==> src/txs_pkg.sv <==
// package: offsets, field positions, reset values and carriers of the transmit status slice
package txs_pkg;

    localparam int          DATA_W          = 8;
    localparam int          ADDR_W          = 4;
    localparam int          LEN_W           = 16;
    localparam int          TALLY_W         = 4;
    localparam int          SYNC_STAGES     = 2;

    // register offsets within a page
    localparam logic [3:0]  OFS_COMMAND     = 4'h0;
    localparam logic [3:0]  OFS_TX_OUTCOME  = 4'h4;
    localparam logic [3:0]  OFS_TX_LEN_LOW  = 4'h5;
    localparam logic [3:0]  OFS_TX_TALLY    = 4'h5;
    localparam logic [3:0]  OFS_TX_LEN_HIGH = 4'h6;
    localparam logic [3:0]  OFS_RX_PAGE     = 4'h7;

    // register pages selected by the command register
    localparam logic [1:0]  PAGE_0          = 2'h0;
    localparam logic [1:0]  PAGE_1          = 2'h1;

    // command register fields
    localparam int          CMD_PAGE_HI     = 7;
    localparam int          CMD_PAGE_LO     = 6;
    localparam int          CMD_SEND_BIT    = 2;

    // transmit outcome fields
    localparam int          OUT_LATE_BIT    = 7;
    localparam int          OUT_GAVE_UP_BIT = 3;
    localparam int          OUT_COLL_BIT    = 2;
    localparam int          OUT_OK_BIT      = 0;

    // reset values
    localparam logic [7:0]  COMMAND_RST     = 8'h21;
    localparam logic [7:0]  TX_OUTCOME_RST  = 8'h00;
    localparam logic [7:0]  TX_TALLY_RST    = 8'h00;
    localparam logic [7:0]  RX_PAGE_RST     = 8'h4d;
    localparam logic [7:0]  TX_LEN_BYTE_RST = 8'h00;
    localparam logic [7:0]  READ_ZERO       = 8'h00;

    // events from the transmit engine, all one-cycle pulses except the qualifiers
    typedef struct packed {
        logic attempt_start;
        logic collision;
        logic done;
        logic ok;
        logic late;
        logic excess;
    } txs_tx_ev_s;

    // host bus pins after synchronisation
    typedef struct packed {
        logic              cs_n;
        logic              rd_n;
        logic              wr_n;
        logic [ADDR_W-1:0] addr;
        logic [DATA_W-1:0] data;
    } txs_bus_s;

endpackage

==> src/txs_regs.sv <==
// transmit outcome, byte count, collision tally and receive page registers
//
// Overview of operation
// - late collision during a frame sets outcome bit 7.
// - giving up after excessive collisions sets outcome bit 3.
// - any collision during the frame sets outcome bit 2.
// - error-free send sets bit 0; bits 6:4 and 1 read zero; resets to 00h.
// - tally shows this attempt's collisions in 3:0, upper bits zero, resets 00h.
// - an attempt with no collision leaves tally zero, and collided clear unless an earlier attempt of the frame collided.
// - an excessive-collision abort sets gave-up and forces the tally to zero.
// - setting the send bit in the command register clears the tally.
// - receive page pointer holds next frame's first page, resets 4Dh.
// - a receive error restores the receive DMA pointer from the page pointer.
`timescale 1ns/10ps
`default_nettype none
module txs_regs import txs_pkg::*; #(
    parameter int LW = LEN_W,
    parameter int TW = TALLY_W
) (
    input  wire logic              clk,
    input  wire logic              rst,
    // host bus pins, asynchronous to clk
    input  wire logic              hb_cs_n,
    input  wire logic              hb_rd_n,
    input  wire logic              hb_wr_n,
    input  wire logic [ADDR_W-1:0] hb_addr,
    input  wire logic [DATA_W-1:0] hb_data_in,
    output logic      [DATA_W-1:0] hb_data_out,
    output logic                   hb_data_oe,
    // transmit engine
    input  wire txs_tx_ev_s        tx_ev,
    output logic                   tx_start,
    output logic      [LW-1:0]     tx_len,
    // receive engine
    input  wire logic              rx_page_load,
    input  wire logic [DATA_W-1:0] rx_page_value,
    input  wire logic              rx_error,
    output logic                   rx_restore,
    output logic      [DATA_W-1:0] rx_restore_page
);

    localparam int BUS_W = $bits(txs_bus_s);
    localparam txs_bus_s BUS_IDLE = '{cs_n: 1'b1, rd_n: 1'b1, wr_n: 1'b1,
                                      addr: '0, data: '0};

    txs_bus_s          bus_raw;
    txs_bus_s          bus_s;
    logic              wr_act;
    logic              wr_act_d_r;
    logic              wr_pulse;
    logic              rd_act;
    logic [ADDR_W-1:0] wr_addr_r;
    logic [DATA_W-1:0] wr_data_r;
    logic [1:0]        page;

    logic [DATA_W-1:0] command_reg_r;
    logic [DATA_W-1:0] tx_outcome_reg_r;
    logic [DATA_W-1:0] tx_len_low_r;
    logic [DATA_W-1:0] tx_len_high_r;
    logic [DATA_W-1:0] rx_write_page_ptr_r;
    logic [TW-1:0]     tx_retry_tally;
    logic              col_seen_r;
    logic              send_frame_cmd;
    logic [DATA_W-1:0] rd_data_nxt;
    logic [DATA_W-1:0] tx_outcome_reg_nxt;
    logic              hit_command;
    logic              hit_len_low;
    logic              hit_len_high;
    logic              hit_rx_page;

    // pin inputs cross into the clock domain before any decode
    assign bus_raw = '{cs_n: hb_cs_n, rd_n: hb_rd_n, wr_n: hb_wr_n,
                       addr: hb_addr, data: hb_data_in};

    txs_sync #(
        .W       (BUS_W),
        .RST_VAL (BUS_IDLE)
    ) u_bus_sync (
        .clk  (clk),
        .rst  (rst),
        .din  (bus_raw),
        .dout (bus_s)
    );

    assign wr_act = !bus_s.cs_n && !bus_s.wr_n;
    assign rd_act = !bus_s.cs_n && !bus_s.rd_n;

    // a write commits on the trailing edge of the strobe, when the data is known settled
    assign wr_pulse = wr_act_d_r && !wr_act;

    always_ff @(posedge clk or posedge rst) begin
        if (rst) begin
            wr_act_d_r <= 1'b0;
        end else begin
            wr_act_d_r <= wr_act;
        end
    end

    // address and data are taken every cycle the strobe is seen, so the last
    // settled value before release is the one that commits
    always_ff @(posedge clk or posedge rst) begin
        if (rst) begin
            wr_addr_r <= '0;
            wr_data_r <= '0;
        end else if (wr_act) begin
            wr_addr_r <= bus_s.addr;
            wr_data_r <= bus_s.data;
        end
    end

    assign page = {command_reg_r[CMD_PAGE_HI], command_reg_r[CMD_PAGE_LO]};

    // write decode, one hit per register; the command register answers on every
    // page, otherwise a host parked on page 2 or 3 could never get back
    always_comb begin
        hit_command  = 1'b0;
        hit_len_low  = 1'b0;
        hit_len_high = 1'b0;
        hit_rx_page  = 1'b0;
        if (wr_pulse) begin
            if (wr_addr_r == OFS_COMMAND) begin
                hit_command = 1'b1;
            end else begin
                case (page)
                    PAGE_0: begin
                        hit_len_low  = (wr_addr_r == OFS_TX_LEN_LOW);
                        hit_len_high = (wr_addr_r == OFS_TX_LEN_HIGH);
                    end
                    PAGE_1: begin
                        hit_rx_page = (wr_addr_r == OFS_RX_PAGE);
                    end
                    default: begin
                        // pages 2 and 3 hold nothing of this slice; writes there are dropped
                        hit_rx_page = 1'b0;
                    end
                endcase
            end
        end
    end

    // send request from the host; the page does not matter for the command register
    assign send_frame_cmd = hit_command && wr_data_r[CMD_SEND_BIT];

    // command register: the send bit drops when the engine finishes the frame
    always_ff @(posedge clk or posedge rst) begin
        if (rst) begin
            command_reg_r <= COMMAND_RST;
        end else begin
            if (hit_command) begin
                command_reg_r <= wr_data_r;
            end else if (tx_ev.done) begin
                command_reg_r[CMD_SEND_BIT] <= 1'b0;
            end
        end
    end

    always_ff @(posedge clk or posedge rst) begin
        if (rst) begin
            tx_start <= 1'b0;
        end else begin
            tx_start <= send_frame_cmd;
        end
    end

    // frame length registers, write-only from the host; the two bytes load
    // independently, so the host may write them in either order
    always_ff @(posedge clk or posedge rst) begin
        if (rst) begin
            tx_len_low_r <= TX_LEN_BYTE_RST;
        end else if (hit_len_low) begin
            tx_len_low_r <= wr_data_r;
        end
    end

    always_ff @(posedge clk or posedge rst) begin
        if (rst) begin
            tx_len_high_r <= TX_LEN_BYTE_RST;
        end else if (hit_len_high) begin
            tx_len_high_r <= wr_data_r;
        end
    end

    assign tx_len = LW'({tx_len_high_r, tx_len_low_r});

    // remembers whether any attempt of this frame met a collision
    always_ff @(posedge clk or posedge rst) begin
        if (rst) begin
            col_seen_r <= 1'b0;
        end else begin
            if (tx_ev.collision) begin
                col_seen_r <= 1'b1;
            end else if (send_frame_cmd || tx_ev.done) begin
                col_seen_r <= 1'b0;
            end
        end
    end

    // the finished frame's flags gathered into one word, reserved bits zero; a
    // collision in the done cycle still counts, so no event of the frame is lost
    always_comb begin
        tx_outcome_reg_nxt                  = TX_OUTCOME_RST;
        tx_outcome_reg_nxt[OUT_LATE_BIT]    = tx_ev.late;
        tx_outcome_reg_nxt[OUT_GAVE_UP_BIT] = tx_ev.excess;
        tx_outcome_reg_nxt[OUT_COLL_BIT]    = col_seen_r || tx_ev.collision;
        tx_outcome_reg_nxt[OUT_OK_BIT]      = tx_ev.ok && !tx_ev.late
                                              && !tx_ev.excess;
    end

    // outcome flags load as one word at frame end and hold until the next start
    always_ff @(posedge clk or posedge rst) begin
        if (rst) begin
            tx_outcome_reg_r <= TX_OUTCOME_RST;
        end else if (tx_ev.done) begin
            tx_outcome_reg_r <= tx_outcome_reg_nxt;
        end else if (send_frame_cmd) begin
            tx_outcome_reg_r <= TX_OUTCOME_RST;
        end
    end

    // the tally counts collisions of one attempt, the collided flag those of the
    // whole frame, so after a retry the two may disagree; that is intended
    txs_tally #(
        .W (TW)
    ) u_tally (
        .clk           (clk),
        .rst           (rst),
        .clear         (send_frame_cmd),
        .attempt_start (tx_ev.attempt_start),
        .collision     (tx_ev.collision),
        .abort         (tx_ev.done && tx_ev.excess),
        .tally         (tx_retry_tally)
    );

    // receive page pointer: the receive engine's advance takes precedence
    // over a host write, since software should not rewrite it while running
    always_ff @(posedge clk or posedge rst) begin
        if (rst) begin
            rx_write_page_ptr_r <= RX_PAGE_RST;
        end else if (rx_page_load) begin
            rx_write_page_ptr_r <= rx_page_value;
        end else if (hit_rx_page) begin
            rx_write_page_ptr_r <= wr_data_r;
        end
    end

    // on a receive error the DMA pointer is rewound to the saved page
    always_ff @(posedge clk or posedge rst) begin
        if (rst) begin
            rx_restore <= 1'b0;
        end else begin
            rx_restore <= rx_error;
        end
    end

    // the page is held after the pulse so the receive engine may take it late
    always_ff @(posedge clk or posedge rst) begin
        if (rst) begin
            rx_restore_page <= RX_PAGE_RST;
        end else if (rx_error) begin
            rx_restore_page <= rx_write_page_ptr_r;
        end
    end

    // read decode; unmapped and write-only locations read as zero
    always_comb begin
        rd_data_nxt = READ_ZERO;
        if (bus_s.addr == OFS_COMMAND) begin
            rd_data_nxt = command_reg_r;
        end else begin
            case (page)
                PAGE_0: begin
                    if (bus_s.addr == OFS_TX_OUTCOME) begin
                        rd_data_nxt = tx_outcome_reg_r;
                    end else if (bus_s.addr == OFS_TX_TALLY) begin
                        rd_data_nxt = DATA_W'(tx_retry_tally);
                    end
                end
                PAGE_1: begin
                    if (bus_s.addr == OFS_RX_PAGE) begin
                        rd_data_nxt = rx_write_page_ptr_r;
                    end
                end
                default: begin
                    rd_data_nxt = READ_ZERO;
                end
            endcase
        end
    end

    // read data is registered; the enable follows the synchronised strobes
    always_ff @(posedge clk or posedge rst) begin
        if (rst) begin
            hb_data_out <= READ_ZERO;
        end else begin
            hb_data_out <= rd_data_nxt;
        end
    end

    // the device keeps driving the data pins for two cycles after the host
    // lets go of the strobe; the host must wait that out before turning the bus
    assign hb_data_oe = rd_act;

endmodule
`default_nettype wire

==> src/txs_sync.sv <==
// two-stage synchroniser for a group of pin inputs
`timescale 1ns/10ps
`default_nettype none
module txs_sync #(
    parameter int             W       = 1,
    parameter logic [W-1:0]   RST_VAL = '0
) (
    input  wire logic         clk,
    input  wire logic         rst,
    input  wire logic [W-1:0] din,
    output logic      [W-1:0] dout
);
    logic [W-1:0] meta_r;

    // the first stage feeds only the second
    always_ff @(posedge clk or posedge rst) begin
        if (rst) begin
            meta_r <= RST_VAL;
            dout   <= RST_VAL;
        end else begin
            meta_r <= din;
            dout   <= meta_r;
        end
    end
endmodule
`default_nettype wire

==> src/txs_tally.sv <==
// per-attempt collision tally
`timescale 1ns/10ps
`default_nettype none
module txs_tally import txs_pkg::*; #(
    parameter int W = TALLY_W
) (
    input  wire logic         clk,
    input  wire logic         rst,
    input  wire logic         clear,
    input  wire logic         attempt_start,
    input  wire logic         collision,
    input  wire logic         abort,
    output logic      [W-1:0] tally
);
    logic [W-1:0] tally_nxt;

    always_comb begin
        tally_nxt = tally;
        if (clear || attempt_start) begin
            tally_nxt = '0;
        end
        // a collision in the clearing cycle still counts; saturate at the top
        if (collision && (tally_nxt != '1)) begin
            tally_nxt = tally_nxt + W'(1);
        end
        if (abort) begin
            tally_nxt = '0;
        end
    end

    always_ff @(posedge clk or posedge rst) begin
        if (rst) begin
            tally <= TX_TALLY_RST[W-1:0];
        end else begin
            tally <= tally_nxt;
        end
    end
endmodule
`default_nettype wire

==> config.mk <==
export PLATFORM = sky130hd
export DESIGN_NAME = txs_regs
export DESIGN_NICKNAME = d
export VERILOG_FILES = /design/src/txs_pkg.sv /design/src/txs_regs.sv /design/src/txs_sync.sv /design/src/txs_tally.sv
export SDC_FILE = /design/constraint.sdc
export NUM_CORES = 1
export LEC_CHECK = 0
export BUFFER_PORTS_ARGS = -buffer_cell sky130_fd_sc_hd__buf_2
export CORE_AREA = 4 4 97 99
export CTS_BUF_LIST = sky130_fd_sc_hd__clkbuf_8
export DETAILED_ROUTE_END_ITERATION = 16
export DIE_AREA = 0 0 101 103
export PLACE_DENSITY_LB_ADDON = 0.08
export SLEW_MARGIN = 5
export SYNTH_ARGS = -nofsm -noshare
export SYNTH_HDL_FRONTEND = slang
export SYNTH_SLANG_ARGS = --single-unit
==> constraint.sdc <==
create_clock -name clk -period 3.9 [get_ports clk]
set_input_delay 0.195 -clock clk [delete_from_list [all_inputs] [get_ports clk]]
set_output_delay 0.195 -clock clk [all_outputs]
set_load 0.01 [all_outputs]
==> summary.txt <==
Clock network
  • Num CTS Buffers: 9
  • CTS H-tree depth: 3
  • Clk buf depth: 2
  • Clk pin slew, worst setup/hold paths: 0.10 ns
  • Root buffer cell: clkbuf_8
  • Worst-Skew Late Latency: around 0.36 ns
  • Clock sink total: slightly above 100
  • Cts repair resizes: 0
  • CTS tree: yes

Drt
  • Remaining DRCs: 0
  • Met2 WL: 3596 um
  • TritonRoute pass-1 iters: 4
  • M1 WL: 3386 um
  • Antenna-violating nets left: 0
  • Drt total wl: 7450 um
  • WL/cell: 16.16 um
  • Detailed-route via count: 2368
  • First DRT Iteration DRCs: between 100 and 150
  • Vias/cell: 5.137
  • Max layer used: met4
  • WL met3: ~400 um

STA
  • Slew Limit Fails: 0
  • Min Clock Period, post-route: between 2 and 2.5 ns
  • Skew final: 0.01748 ns
  • Max frequency: 448.1 MHz
  • Slew headroom: 26.41%
  • RSZ-0062 raised after global routing: no
  • Setup TNS Final: 0 ns
  • Tcrit/Tclk final: 57.22%
  • Worst Tran Pin Value: 1.100 ns
  • Final hold violation count: 0
  • Final number of setup-violating endpoints: 0

Setup path
  • WS Path Type: reg -> reg
  • R2r setup slk: between 1.5 and 2 ns
  • Slowest-stage cell, CP: dfrtp_1
  • CP Cell Sequence: nor4b_2, a31oi_2, and2_1, ha_1, and3_1, nor3b_1, a31oi_1, a32oi_1
  • Worst-path maximum fanout: 10
  • Required @ worst endpoint: 4.17 ns
  • Worst r2r src: wr_addr_r[0]
  • Reg2Reg Depth: 8
  • CP startpoint kind: register
  • CP endpoint kind: register
  • RR Endpoint: u_tally.tally[0]
  • Largest stage delay, worst path: 0.45 ns
  • Critical path arrival: 2.50 ns

Pwr
  • Pwr/cell area: 511.3 nW/um^2
  • Comb power frac: 14.5%
  • Net Switching: 0.6382 mW
  • Clock power frac: between 20% and 30%
  • Leakage: about 2.2 nW
  • Sw Ratio: ~27%
  • Internal power: roughly 1.7 mW
  • Sequential power share: 56.7%
  • Worst VDD drop: 0.0003038 V

Flow run
  • Max_cap viols: 0

Synthesis
  • Synth unique cells: 45
  • Post-Syn Area per Cell: 14.63 sq um
  • Yosys warns: 0
  • Synthesized net count: 293
  • Sequential area share after synthesis: 67.90%
  • Synth Instances: 259
  • Synthesized area: 3789 sq um
  • Yosys reg bits: 102
  • Top FF cell, synth: dfrtp_1
  • Post-synth EDFFs: 0
  • Async S/R FF share, synth: 100.0%

Floorplan
  • Die X: 101 um
  • Die ar.: 10400 sq um
  • Starting Density: 44.31%
  • Core Region: 8551 sq um
  • Site Rows: 34
  • Die Ht: 103 um
  • Io pins: 68

GRT
  • Initial antenna violation count: 0
  • First-pass GRT wire length: approximately 12000 um
  • Grt total ovfl: 0
  • Largest net degree at the start of global routing: 76
  • GRT Resource Usage Total: between 15 and 20%
  • Vias in the first global route: 2375

Cells and area
  • P&R area growth vs syn: 21.50%
  • Antenna diodes: 0
  • Final net count: between 300 and 400
  • Layout cell share with drive strength beyond 1: 42.78%
  • Fillers: 755
  • Final non-filler cell area: 4603 sq um

Placed design
  • GP Congestion: roughly 0.73
  • Area after DPL: 4249 sq um
  • PortBufs: 67
  • DP HPWL: approximately 5000 um

Outcome
  • Status: completed

Min path
  • HP Class: in -> async
[cell families (layout without fill, tap and decap cells)]
group | after synthesis | count (layout) | share of synthesized area (%)
flip-flops | 102 | 102 | 67.90
AND/OR/NAND/NOR | 59 | 59 | 9.412
multiplexers | 50 | 50 | 14.60
AO/OA/AOI/OAI | 38 | 38 | 6.737
buffers and inverters | 9 | 103 | 1.024
adder cells (fa/ha/maj) | 1 | 1 | 0.3302
[worst max-delay path by stage]
stage | from | end | slack [ns] | depth (start not counted)
floorplan | rst | col_seen_r | 1.06 | 1
CTS | wr_addr_r[0] | u_tally.tally[0] | 1.64 | 8
global placement | wr_addr_r[0] | u_tally.tally[0] | 1.76 | 8
detailed placement | wr_addr_r[0] | u_tally.tally[0] | 1.70 | 8
finish | wr_addr_r[0] | u_tally.tally[0] | 1.67 | 8
global route | wr_addr_r[0] | u_tally.tally[0] | 1.47 | 8
[timing repair]
item,in CTS,in global routing
setup endpoints to repair,0,0
setup buffers,0,0
hold endpoints to repair,15,0
hold buffers,15,0
[synth_stat cells, types with 2 or more instances]
master	n	area, sq um
dfrtp_1	86	2152
mux2_2	42	473.0
nand2_1	22	82.58
dfstp_2	16	420.4
o21ai_0	13	65.06
nor2_1	9	33.78
mux2i_1	8	80.08
a21oi_1	7	35.03
a22oi_1	5	37.54
a22o_1	4	35.03
clkbuf_1	3	11.26
inv_1	3	11.26
nand3_1	3	15.01
and2_1	2	12.51
and3_1	2	12.51
and4_1	2	17.52
nand2b_1	2	12.51
nand3b_1	2	15.01
nor4_1	2	12.51
[worst max-delay path, delay by kind of cell (launching register included)]
| kind | cells | cell delay, ns |
|---|---|---|
| AOI/OAI and AO/OA | 3 | 0.50 |
| adders and majority gates | 1 | 0.23 |
| DFF | 1 | 0.45 |
| and+or+nand+nor | 4 | 0.97 |
[power by group through the flow]
stage	clock network (mW)	registers [mW]	logic, mW
2_1_floorplan	0	1.36	0.179
3_3_place_gp	0	1.35	0.328
3_5_place_dp	0	1.36	0.334
4_1_cts	0.701	1.34	0.347
5_1_grt	0.742	1.36	0.380
6_report	0.680	1.33	0.340
[stage by stage]
stage,util (%),instances,power (mW),setup WS (ns),hold WS [ns]
finish,53.83,461,2.354,1.668,0.01304
global route,53.83,461,2.482,1.467,0.04446
CTS,53.83,461,2.386,1.643,0.03215
detailed placement,49.69,430,1.691,1.698,0.3023
global placement,49.69,430,1.680,1.758,0.2999
floorplan,-,259,1.537,1.056,0.1995
[flip-flops by register name, summed over array words and instances, names as in the netlist, 4 cells and up]
register and cells:
rx_write_page_ptr_r 8, u_bus_sync.meta_r 15, u_tally.tally 4, hb_data_out 8, command_reg_r 8, wr_addr_r 4, u_bus_sync.dout 15, tx_len_low_r 8
wr_data_r 8, rx_restore_page 8, tx_outcome_reg_r 4, tx_len_high_r 8
[area by class of cell]
class                   instances  area (sq um)  area share, %
multi-input cells             148          1177          25.58
well taps                     108         135.1          2.936
clock inverters                 7         80.08          1.740
clock buffers                   9         123.9          2.691
flip-flops and latches        102          2572          55.88
repair buffers                 84         500.5          10.87
inverters                       3         13.76         0.2990
[cell usage in the layout (no fill, tap or decap), types with 8 or more instances in the layout]
master and instances:
buf_2 67, clkbuf_8 9, dfrtp_1 86, dfstp_2 16, dlygate4sd3_1 15, mux2_2 42
mux2i_1 8, nand2_1 22, nor2_1 9, o21ai_0 13
[routing by layer]
metal / global-route usage (%) / up-vias
met5: 0 / -
met3: 3.789 / 6
li1: - / 1117
met4: 4.601 / 0
met2: 24.71 / 69
met1: 21.45 / 1176
Power figures use the tool's default switching activity.
